==> config.mk <==
export PLATFORM = sky130hd
export DESIGN_NAME = rcfs_seq
export DESIGN_NICKNAME = d
export VERILOG_FILES = /design/src/rcfs_pkg.sv /design/src/rcfs_seq.sv /design/src/rcfs_timer.sv
export SDC_FILE = /design/constraint.sdc
export NUM_CORES = 1
export LEC_CHECK = 0
export ABC_AREA = 0
export BUFFER_PORTS_ARGS = -buffer_cell sky130_fd_sc_hd__buf_4
export CAP_MARGIN = 20
export CORE_ASPECT_RATIO = 1.75
export CORE_MARGIN = 4
export CORE_UTILIZATION = 50
export CTS_CLUSTER_DIAMETER = 150
export DETAILED_ROUTE_END_ITERATION = 16
export MAX_ROUTING_LAYER = met4
export PLACE_DENSITY_LB_ADDON = 0.25
export SLEW_MARGIN = 20
export SYNTH_ARGS = -nofsm -noshare
export SYNTH_HDL_FRONTEND = slang
export SYNTH_SLANG_ARGS = --single-unit
==> constraint.sdc <==
create_clock -name core_clk -period 4.2 [get_ports core_clk]
set_clock_uncertainty 0.1 [all_clocks]
set_input_delay 0.21 -clock core_clk [delete_from_list [all_inputs] [get_ports core_clk]]
set_output_delay 0.21 -clock core_clk [all_outputs]
set_load 0.02 [all_outputs]
==> src/rcfs_pkg.sv <==
// Package with constants, states and carriers for the resonant controller fault sequencer
package rcfs_pkg;

   // Core clock period
   localparam int CLK_PERIOD_NS = 10;

   // Interval lengths in their own units, defaults of plain value
   localparam int VCC_BLANK_US = 20;
   localparam int PROT_BLANK_US = 20;
   localparam int STARTUP_US = 50;
   localparam int SOFTSTART_US = 500;
   localparam int RECOVERY_MS = 100;

   // Least times, rounded up to whole cycles
   localparam int VCC_BLANK_CYC = (VCC_BLANK_US * 1000 + CLK_PERIOD_NS - 1) / CLK_PERIOD_NS;
   localparam int PROT_BLANK_CYC = (PROT_BLANK_US * 1000 + CLK_PERIOD_NS - 1) / CLK_PERIOD_NS;
   localparam int STARTUP_CYC = (STARTUP_US * 1000 + CLK_PERIOD_NS - 1) / CLK_PERIOD_NS;
   localparam int SOFTSTART_CYC = (SOFTSTART_US * 1000 + CLK_PERIOD_NS - 1) / CLK_PERIOD_NS;
   localparam int RECOVERY_CYC = (RECOVERY_MS * 1000000 + CLK_PERIOD_NS - 1) / CLK_PERIOD_NS;

   // Timer width and timer slots
   localparam int TIMER_W = 24;
   localparam int NUM_TIMERS = 3;
   localparam int TMR_VCC = 0;
   localparam int TMR_PROT = 1;
   localparam int TMR_PHASE = 2;

   // Sequencer states, Gray along the startup path
   typedef enum logic [3:0] {
      ST_OFF = 4'h0,
      ST_BLANK = 4'h1,
      ST_STARTUP = 4'h3,
      ST_SOFT = 4'h2,
      ST_RUN = 4'h6,
      ST_SKIP = 4'h7,
      ST_BO_WAIT = 4'h5,
      ST_REC_WAIT = 4'h4,
      ST_LATCHED = 4'hC,
      ST_FAULT_WAIT = 4'hD
   } rcfs_state_t;

   // Comparator and fault flags from the analog front end
   typedef struct packed {
      logic supply_on;
      logic supply_off;
      logic supply_reset;
      logic bulk_level_ok;
      logic fb_skip_in;
      logic fb_skip_out;
      logic overload;
      logic ovp;
      logic otp;
   } rcfs_flags_t;

   // Block bias enables
   typedef struct packed {
      logic brown_out_monitor;
      logic feedback;
      logic prot;
      logic front_stage;
      logic drive;
      logic supply_mgmt;
      logic fault_logic;
   } rcfs_bias_t;

   localparam int FLAGS_W = $bits(rcfs_flags_t);
   localparam rcfs_bias_t BIAS_NONE = 7'h00;

endpackage

==> src/rcfs_seq.sv <==
// Operating sequence and fault state machine of the resonant converter controller
`timescale 1ns/1ps
module rcfs_seq
   import rcfs_pkg::*;
#(
   parameter int VCC_BLANK_CYCLES = VCC_BLANK_CYC,
   parameter int PROT_BLANK_CYCLES = PROT_BLANK_CYC,
   parameter int STARTUP_CYCLES = STARTUP_CYC,
   parameter int SOFTSTART_CYCLES = SOFTSTART_CYC,
   parameter int RECOVERY_CYCLES = RECOVERY_CYC
)
(
   input wire logic core_clk, // Core clock, 100 MHz
   input wire logic reset_n, // Synchronous reset, active low
   input wire logic ce, // Clock enable, freezes all state when low
   input wire rcfs_flags_t flags_raw, // Asynchronous comparator flags
   output rcfs_bias_t bias_q, // Block bias enables
   output logic drv_en_q, // Gate drive outputs authorised
   output logic startup_src_q, // High-voltage startup source charging
   output logic self_supply_mode_q, // Self-supply regulation active
   output logic front_stage_control_q, // Front-stage control output at on level
   output logic soft_start_q, // Soft-start phase active
   output logic startup_phase_q, // Dedicated startup phase active
   output logic restart_pulse_q, // One-cycle pulse at each driver enable from blanking
   output rcfs_state_t state_q // Sequencer state
);

   rcfs_flags_t sync1_q;
   rcfs_flags_t sync2_q;
   rcfs_state_t state_d;
   rcfs_bias_t bias_d;
   logic drv_en_d;
   logic startup_src_d;
   logic self_supply_d;
   logic front_stage_d;
   logic first_on_q;
   logic first_on_d;
   logic hold_fb_q;
   logic hold_fb_d;
   logic restart_d;
   logic [NUM_TIMERS-1:0] tmr_load;
   logic [NUM_TIMERS-1:0] tmr_busy;
   logic [TIMER_W-1:0] tmr_period [NUM_TIMERS];
   logic [TIMER_W-1:0] phase_period;
   logic prot_fault;
   logic any_fault;

   initial
   begin
      if (VCC_BLANK_CYCLES < 1 || VCC_BLANK_CYCLES >= (1 << TIMER_W))
         $error("rcfs_seq: supply blanking count out of range");
      if (PROT_BLANK_CYCLES < 1 || PROT_BLANK_CYCLES >= (1 << TIMER_W))
         $error("rcfs_seq: protection blanking count out of range");
      if (STARTUP_CYCLES < 1 || STARTUP_CYCLES >= (1 << TIMER_W))
         $error("rcfs_seq: startup count out of range");
      if (SOFTSTART_CYCLES < 1 || SOFTSTART_CYCLES >= (1 << TIMER_W))
         $error("rcfs_seq: soft-start count out of range");
      if (RECOVERY_CYCLES < 1 || RECOVERY_CYCLES >= (1 << TIMER_W))
         $error("rcfs_seq: recovery count out of range");
   end

   // Two-stage synchroniser for the analog flags
   always_ff @(posedge core_clk)
   begin
      if (!reset_n)
      begin
         sync1_q <= '0;
         sync2_q <= '0;
      end
      else if (ce)
      begin
         sync1_q <= flags_raw;
         sync2_q <= sync1_q;
      end
   end

   // Blanking, phase and recovery timers
   assign tmr_period[TMR_VCC] = TIMER_W'(VCC_BLANK_CYCLES);
   assign tmr_period[TMR_PROT] = TIMER_W'(PROT_BLANK_CYCLES);
   assign tmr_period[TMR_PHASE] = phase_period;

   generate
      for (genvar i = 0; i < NUM_TIMERS; i++)
      begin : g_tmr
         rcfs_timer #(
            .W(TIMER_W)
         ) u_tmr (
            .core_clk(core_clk),
            .reset_n(reset_n),
            .ce(ce),
            .load(tmr_load[i]),
            .period(tmr_period[i]),
            .busy(tmr_busy[i])
         );
      end
   endgenerate

   // Overvoltage always counts; overtemperature masked during protection blanking
   assign prot_fault = sync2_q.ovp || (sync2_q.otp && !tmr_busy[TMR_PROT]);
   assign any_fault = sync2_q.ovp || sync2_q.otp;

   // Next-state logic
   always_comb
   begin
      state_d = state_q;
      tmr_load = '0;
      phase_period = TIMER_W'(STARTUP_CYCLES);
      first_on_d = first_on_q;
      hold_fb_d = hold_fb_q;
      restart_d = 1'b0;
      case (state_q)
         ST_OFF:
         begin
            if (sync2_q.supply_on)
            begin
               state_d = ST_BLANK;
               tmr_load[TMR_VCC] = 1'b1;
               tmr_load[TMR_PROT] = 1'b1;
            end
         end
         ST_BLANK:
         begin
            // Faults not looked at while blanking runs
            if (!tmr_busy[TMR_VCC])
            begin
               first_on_d = 1'b0;
               if (any_fault)
                  state_d = ST_FAULT_WAIT;
               else if (!sync2_q.bulk_level_ok)
                  state_d = ST_BO_WAIT;
               else if (first_on_q && sync2_q.fb_skip_in)
               begin
                  state_d = ST_BO_WAIT;
                  hold_fb_d = 1'b1;
               end
               else
               begin
                  state_d = ST_STARTUP;
                  tmr_load[TMR_PHASE] = 1'b1;
                  restart_d = 1'b1;
               end
            end
         end
         ST_STARTUP, ST_SOFT, ST_RUN:
         begin
            if (sync2_q.overload)
            begin
               state_d = ST_REC_WAIT;
               tmr_load[TMR_PHASE] = 1'b1;
               phase_period = TIMER_W'(RECOVERY_CYCLES);
            end
            else if (prot_fault)
               state_d = ST_LATCHED;
            else if (!sync2_q.bulk_level_ok)
               state_d = ST_BO_WAIT;
            else if (state_q == ST_STARTUP)
            begin
               if (!tmr_busy[TMR_PHASE])
               begin
                  state_d = ST_SOFT;
                  tmr_load[TMR_PHASE] = 1'b1;
                  phase_period = TIMER_W'(SOFTSTART_CYCLES);
               end
            end
            else if (state_q == ST_SOFT)
            begin
               if (!tmr_busy[TMR_PHASE])
                  state_d = ST_RUN;
            end
            else if (sync2_q.fb_skip_in)
               state_d = ST_SKIP;
         end
         ST_SKIP:
         begin
            if (sync2_q.supply_off)
               state_d = ST_OFF;
            else if (sync2_q.fb_skip_out)
            begin
               state_d = ST_RUN;
               tmr_load[TMR_PROT] = 1'b1;
            end
         end
         ST_BO_WAIT:
         begin
            if (sync2_q.bulk_level_ok && (!hold_fb_q || sync2_q.fb_skip_out))
            begin
               state_d = ST_OFF;
               hold_fb_d = 1'b0;
            end
         end
         ST_REC_WAIT:
         begin
            if (!tmr_busy[TMR_PHASE])
               state_d = ST_OFF;
         end
         ST_LATCHED:
         begin
            if (sync2_q.supply_reset)
               state_d = ST_OFF;
         end
         ST_FAULT_WAIT:
         begin
            if (!any_fault)
               state_d = ST_OFF;
         end
         default:
         begin
            state_d = ST_OFF;
         end
      endcase
   end

   // Output decode from the next state so outputs leave flip-flops aligned with it
   always_comb
   begin
      bias_d = BIAS_NONE;
      drv_en_d = 1'b0;
      startup_src_d = 1'b0;
      self_supply_d = 1'b0;
      front_stage_d = 1'b0;
      case (state_d)
         ST_OFF:
         begin
            // Charging the supply capacitor from the startup source
            startup_src_d = 1'b1;
            bias_d.supply_mgmt = 1'b1;
         end
         ST_BLANK:
         begin
            bias_d.brown_out_monitor = 1'b1;
            bias_d.feedback = 1'b1;
            bias_d.prot = 1'b1;
            bias_d.front_stage = 1'b1;
            bias_d.supply_mgmt = 1'b1;
            bias_d.fault_logic = 1'b1;
            front_stage_d = 1'b1;
         end
         ST_STARTUP, ST_SOFT, ST_RUN:
         begin
            // No startup source here, also on a skip exit
            bias_d = '1;
            drv_en_d = 1'b1;
            front_stage_d = 1'b1;
         end
         ST_SKIP:
         begin
            bias_d.feedback = 1'b1;
            bias_d.supply_mgmt = 1'b1;
         end
         ST_BO_WAIT:
         begin
            bias_d.brown_out_monitor = 1'b1;
            bias_d.feedback = 1'b1;
            bias_d.front_stage = 1'b1;
            bias_d.supply_mgmt = 1'b1;
            bias_d.fault_logic = 1'b1;
            self_supply_d = 1'b1;
            front_stage_d = 1'b1;
         end
         ST_REC_WAIT:
         begin
            bias_d.feedback = 1'b1;
            bias_d.fault_logic = 1'b1;
            self_supply_d = 1'b1;
         end
         ST_LATCHED:
         begin
            bias_d.feedback = 1'b1;
            bias_d.supply_mgmt = 1'b1;
            self_supply_d = 1'b1;
         end
         ST_FAULT_WAIT:
         begin
            bias_d.brown_out_monitor = 1'b1;
            bias_d.feedback = 1'b1;
            bias_d.prot = 1'b1;
            bias_d.front_stage = 1'b1;
            bias_d.supply_mgmt = 1'b1;
            bias_d.fault_logic = 1'b1;
            self_supply_d = 1'b1;
            front_stage_d = 1'b1;
         end
         default:
         begin
            bias_d = BIAS_NONE;
         end
      endcase
   end

   // State and sequence memory
   always_ff @(posedge core_clk)
   begin
      if (!reset_n)
      begin
         state_q <= ST_OFF;
         first_on_q <= 1'b1;
         hold_fb_q <= 1'b0;
      end
      else if (ce)
      begin
         state_q <= state_d;
         first_on_q <= first_on_d;
         hold_fb_q <= hold_fb_d;
      end
   end

   // Registered outputs
   always_ff @(posedge core_clk)
   begin
      if (!reset_n)
      begin
         bias_q <= BIAS_NONE;
         drv_en_q <= 1'b0;
         startup_src_q <= 1'b0;
         self_supply_mode_q <= 1'b0;
         front_stage_control_q <= 1'b0;
         soft_start_q <= 1'b0;
         startup_phase_q <= 1'b0;
         restart_pulse_q <= 1'b0;
      end
      else if (ce)
      begin
         bias_q <= bias_d;
         drv_en_q <= drv_en_d;
         startup_src_q <= startup_src_d;
         self_supply_mode_q <= self_supply_d;
         front_stage_control_q <= front_stage_d;
         soft_start_q <= (state_d == ST_SOFT);
         startup_phase_q <= (state_d == ST_STARTUP);
         restart_pulse_q <= restart_d;
      end
   end

endmodule

==> src/rcfs_timer.sv <==
// Loadable down-counter used for blanking and delay intervals
`timescale 1ns/1ps
module rcfs_timer
   import rcfs_pkg::*;
#(
   parameter int W = TIMER_W
)
(
   input wire logic core_clk, // Core clock
   input wire logic reset_n, // Synchronous reset, active low
   input wire logic ce, // Clock enable
   input wire logic load, // Start interval
   input wire logic [W-1:0] period, // Interval length in cycles
   output logic busy // Interval running
);

   logic [W-1:0] cnt_q;

   initial
   begin
      if (W < 2)
         $error("rcfs_timer: width too small");
   end

   // Down-counter, reload wins over counting
   always_ff @(posedge core_clk)
   begin
      if (!reset_n)
         cnt_q <= '0;
      else if (ce)
      begin
         if (load)
            cnt_q <= period;
         else if (cnt_q != '0)
            cnt_q <= cnt_q - 1'b1;
      end
   end

   assign busy = (cnt_q != '0);

endmodule
Word level (Yosys, flattened, before mapping)
Cells that the tools add are included.
Widths: inputs -> output; s select.
Operators by class
  multiply operators: 0
  shifts and indexed selects: 0
  bitwise gates (word level): 1
  eq/ne operators: 23
  mux-type cells: 62
  $lt $le $gt $ge: 0
  reduce and logical (&&, ||, !) cells: 30
  add/sub/neg operators: 3
  div/mod/pow operators: 0
Operators by type and width (number)
  $mux 24: 8
  $reduce_bool 24->1: 3
  $sub 24x1->24 const B: 3
  $mux 4: 17
  $mux 16: 4
  $eq 4x3->1 const B: 8
  $pmux 4 s8: 1
  $mux 1: 26
  $reduce_or 9->1: 2
  $eq 4x2->1 const B: 4
  $eq 4x4->1 const B: 4
  $ne 2x2->1 const B: 5
  $eq 4x1->1 const B: 2
  $logic_not 4->1: 2
  $reduce_bool 2->1: 4
  $reduce_and 7->1: 1
  $reduce_or 7->1: 1
  $mux 3: 2
  $pmux 1 s2: 3
  $reduce_and 2->1: 3
  $reduce_or 3->1: 2
  $reduce_or 6->1: 1
  $reduce_or 5->1: 1
  $reduce_or 4->1: 1
  other kinds (6): 11
Word-level totals
  register bits after elaboration: 107
  logic and storage cells: 154
  output and inout port bits: 18
  bits in writable memories: 0
  memory bits (read-only): 0
  memories kept: 0
  bits in latches: 0

Longest topological paths before layout
  depth after elaboration: 11
  gate-level depth with buffers: 11

Cells and area by module
A second synthesis with hierarchy kept.
Second synthesis, totals
  cells, all modules: 848
  area total of the unflattened synthesis: 6643.9 um2
Modules (own cells, without submodules)
  rcfs_seq: cells an instance 194, instances 1, sequential area each 700.7 um2, area each 1749.2 um2
  rcfs_timer at g_tmr[0].u_tmr: cells an instance 218, instances 1, sequential area each 480.5 um2, area each 1651.6 um2
  rcfs_timer at g_tmr[1].u_tmr: cells an instance 217, instances 1, sequential area each 480.5 um2, area each 1625.3 um2
  rcfs_timer at g_tmr[2].u_tmr: cells an instance 219, instances 1, sequential area each 480.5 um2, area each 1617.8 um2

Worst setup path after synthesis
No wires, ideal clock.
  path kind: register to register
  start: reg g_tmr[1].u_tmr.cnt_q[14]
  end: reg bias_q[0] (netlist bit)
  slack: 1.407 ns
  cell stages (with the launch flop): 9
  data required time: 3.982 ns
  clock period less this slack: 2.793 ns
  arrival: 2.575 ns
  cells stage by stage: dfxtp_1 -> or4_4 -> or4b_1 -> buf_2 -> o31ai_1 -> a221o_1 -> a21oi_1 -> or4_1 -> o2111a_1
Between the ends
  word-level cells in the longest chain between the ends: 10
Ends and longest elaborated chain
  from (decl): line rcfs_timer.sv:17  | logic [W-1:0] cnt_q;
  from (signal assigned): line rcfs_timer.sv:33  | cnt_q <= period;
  from (signal assigned): line rcfs_timer.sv:35  | cnt_q <= cnt_q - 1'b1;
  $reduce_bool 24->1 *: line rcfs_timer.sv:39  | assign busy = (cnt_q != '0);
  $logic_not 1->1 *: line rcfs_seq.sv:99  | assign prot_fault = sync2_q.ovp || (sync2_q.otp && !tmr_busy[TMR_PROT]);
  $logic_and 1x1->1 *: line rcfs_seq.sv:99
  $logic_or 1x1->1 *: line rcfs_seq.sv:99
  $mux 4 *: line rcfs_seq.sv:152  | else if (prot_fault)
  $mux 4 *: line rcfs_seq.sv:146  | if (sync2_q.overload)
  $pmux 4 s8 *: line rcfs_seq.sv:111  | case (state_q)
  $eq 4x2->1, or another cell as far along: line rcfs_seq.sv:221  | case (state_d)
  $reduce_or 7->1 (no line) *
  $mux 1 *: line rcfs_seq.sv:221
  to (signal assigned): line rcfs_seq.sv:323  | bias_q <= bias_d;
  to (decl): line rcfs_seq.sv:17  | output rcfs_bias_t bias_q,
Mark *: on every way between the ends. The rest lies on a longest branch, timed or not.
A chain may end at the register's enable or synchronous reset.

Worst setup path in the final report
  start: reg g_tmr[2].u_tmr.cnt_q[15]
  end: reg bias_q[5] (netlist bit)
Between the ends
  word-level cells in the longest chain between the ends: 11
Ends and longest elaborated chain
  from (decl): line rcfs_timer.sv:17
  from (signal assigned): line rcfs_timer.sv:33
  from (signal assigned): line rcfs_timer.sv:35
  $reduce_bool 24->1 *: line rcfs_timer.sv:39
  $mux 4: line rcfs_seq.sv:167  | if (!tmr_busy[TMR_PHASE])
  $mux 4: line rcfs_seq.sv:165  | else if (state_q == ST_SOFT)
  $mux 4: line rcfs_seq.sv:156  | else if (state_q == ST_STARTUP)
  $mux 4: line rcfs_seq.sv:154  | else if (!sync2_q.bulk_level_ok)
  $mux 4: line rcfs_seq.sv:152
  $mux 4: line rcfs_seq.sv:146
  $pmux 4 s8 *: line rcfs_seq.sv:111
  $eq 4x2->1, or another cell as far along: line rcfs_seq.sv:221
  $reduce_or 9->1 (no line) *
  $mux 1 *: line rcfs_seq.sv:221
Marked as above.

==> flow_summary.toml <==
[run_status]
outcome = "finished, final reports clean"

[setup_path]
crit_required_ps = 4340
worstPathMaxFanout = 11
criticalPathCategory = "register to register"
path_cells = "or4_1, or4_1, or2_1, mux2_2, a21oi_1, o221ai_1, o211a_1"
cpMaxStageDelayCell = "a21oi_1"
endpoint_kind = "register"
startpoint_type = "register"
crit_path_frequent_cell = "or4_1"
slowest_delay_ps = 630
path_buf_inv = 0
arrival_ps = 3590
path_delay_family = "simple AND/OR/NAND/NOR gates"
rrSetupSlack_ps = 750

[grt]
grt_usage_pct = 22.47
grt_max_degree = 60
overflow = 0
grt_first_pass_wirelength_mm = 21.76
grt_pass1_vias = 4738
antenna_found_initial = 0

[place]
place_ws_ps = 784.3
port_buffers = 29
dp.final_hpwl_mm = 9.503
gp_congestion = 0.9409

[sta]
clock.fmax_mhz = 289.5
hold_slack_ps = 4.818
setup_ws_ps = 746.3
setup_viol = 0
hold_viol = 0
fin_crit_sh_pct = 82.23
maxSlewViolCount = 0
period_minus_slack_ps = 3454
relSlewSlack_pct = 41.84
rsz0062_at_grt = "no"
tightest_slew_ps = 865.7
fin_setup_tns_ps = 0

[floorplanning]
die_w_um = 85.90
rows = 49
core_um2 = 10360
dieArea_um2 = 12400
die_h_um = 144.3
io_pins = 30
start_util_pct = 51.25

[clock_network]
cts_sinks = 107
path_clk_slew_ps = 70
cts_root_buffer = "clkbuf_16"
clk_latency_ps = 350
cts_tree = "built"
clock_path_buffers = 2
h-tree-depth = 3
cts-resized-gates = 0
numCtsBuffers = 9

[logic_synthesis]
synth_warnings = 0
syn_area_um2 = 5310
synth_mux_area_share_pct = 3.794
synth_cell_types = 69
synth_flop_cell = "dfxtp_1"
synth_compound_area_share_pct = 18.52
synthAdderAreaFrac_pct = 0.9425
ys_seq_area_share_pct = 40.34
synth_edf_count = 0
synth_nets = 651
yosys.area_share.simple_pct = 26.77
synthXorXnorAreaFrac_pct = 5.773
synthCells = 635
syn_avg_cell_area_um2 = 8.362
synth_seq_cells = 107
synth_top_family_by_area = "simple AND/OR/NAND/NOR gates"
synth-async-reset-ratio_pct = 0

[detailed_routing]
ant_nets = 0
vias = 4771
dr.pass1.iters = 4
wire_per_inst_um = 16.82
via_per_inst = 6.093
dr.first_iter.drc_count = 266
post-route-drc-count = 0
wl_mm = 13.17

[final_layout]
antenna_cells = 0
fillers = 936
layout-drive-gt1-share_pct = 10.21
area_growth_pct = 12.11
final_nets = 668
final_cell_mix = "107 x dfxtp_1, 82 x nor2_1, 50 x a21oi_1"
layout_commonest_cell = "dfxtp_1"

[power]
p_leak_nw = 2.305
power_density_nw_per_um2 = 743.2
report.power.total_mw = 4.425
peakVddDrop_mv = 0.4564

[job]
drv_cap = 0

[worst_hold_path]
hold_class = "input port to register"
registers in the layout, summed over array words and instances (netlist names), 4 cells and up:
signal             flops
bias_q                 4
state_q                4
g_tmr.u_tmr.cnt_q     72
sync1_q                9
sync2_q                9
cell usage after synthesis (4+ instances only):
cell type  count  area share [%]
a211oi_1       9             1.3
a21oi_1       50             4.7
a311oi_1       5            0.82
a31oi_1        7            0.82
and2_1         8            0.94
and3_1         4            0.47
buf_2          5            0.47
clkbuf_1      26             1.8
dfxtp_1      107              40
ha_1           4            0.94
inv_1         12            0.85
mux2i_1       19             3.6
nand2_1       41             2.9
nand3_1       10            0.94
nand3b_1       5            0.71
nand4_1        7            0.82
nor2_1        82             5.8
nor3_1        38             3.6
nor3b_1        5            0.71
nor4_1        15             1.8
nor4b_1        4            0.66
o211ai_1       7            0.99
o21ai_0       27             2.5
o221a_2        4            0.85
o31a_1         4            0.66
o31ai_1        9             1.3
or3_1         16             1.9
or4_1         12             1.7
xnor2_1       20             3.3
xor2_1        15             2.5
path summary, 6_finish.rpt:
check	to	start	depth (start not counted)
setup / recovery	bias_q[5]	g_tmr[2].u_tmr.cnt_q[15]	7
setup reg to reg	bias_q[5]	g_tmr[2].u_tmr.cnt_q[15]	7
hold / removal	sync1_q[4]	flags_raw[4]	3
hold reg to reg	first_on_q	first_on_q	2
power breakdown:
| part | internal [mW] | switching, mW | leakage, nW | total [mW] |
|---|---|---|---|---|
| Sequential | 1.31 | 0.279 | 0.876 | 1.58 |
| Combinational | 0.816 | 1.13 | 1.28 | 1.94 |
| Clock | 0.520 | 0.375 | 0.148 | 0.896 |
| Total | 2.64 | 1.78 | 2.31 | 4.42 |
layer usage:
layer | vias to the layer above | global-route usage, % | wire length, µm
met3 | 47 | 3.079 | 413
met2 | 115 | 40.38 | 7093
li1 | 2358 | - | -
met5 | - | - | 0
met1 | 2251 | 22.42 | 5043
met4 | 0 | 14.18 | 618
tightest hold or removal path, stage by stage:
cell and delay, ps:
buf_4 80, mux2i_1 60, nor2_1 70
cell families (layout without fill, tap and decap cells):
logic type / after synthesis / after routing
mux: 20 / 20
compound gates: 150 / 150
flops: 107 / 107
xor+xnor: 35 / 35
simple gates: 271 / 271
fa+ha+maj: 4 / 4
buf+inv: 48 / 69
per-stage QoR:
stage / cell area, µm² / std cells / utilization (%)
after floorplan: 5310 / 635 / -
after global placement: 5579 / 762 / 53.85
after detailed placement: 5579 / 762 / 53.85
after CTS: 5953 / 783 / 57.46
after global routing: 5953 / 783 / 57.46
final: 5953 / 783 / 57.46
area by class of cell:
type | instances | area (µm²) | area share, %
Sequential cell | 107 | 2142 | 35.98
Clock buffer | 9 | 225.2 | 3.783
Clock inverter | 6 | 88.84 | 1.492
Tap cell | 127 | 158.9 | 2.669
Multi-Input combinational cell | 480 | 2963 | 49.77
Inverter | 12 | 45.04 | 0.7566
Timing Repair Buffer | 42 | 330.3 | 5.549
repair_timing:
action / in CTS / in global routing
hold endpoints to repair: 6 / 0
setup buffers: 0 / 0
hold buffers: 6 / 0
setup endpoints to repair: 0 / 0
Power figures use the tool's default switching activity.
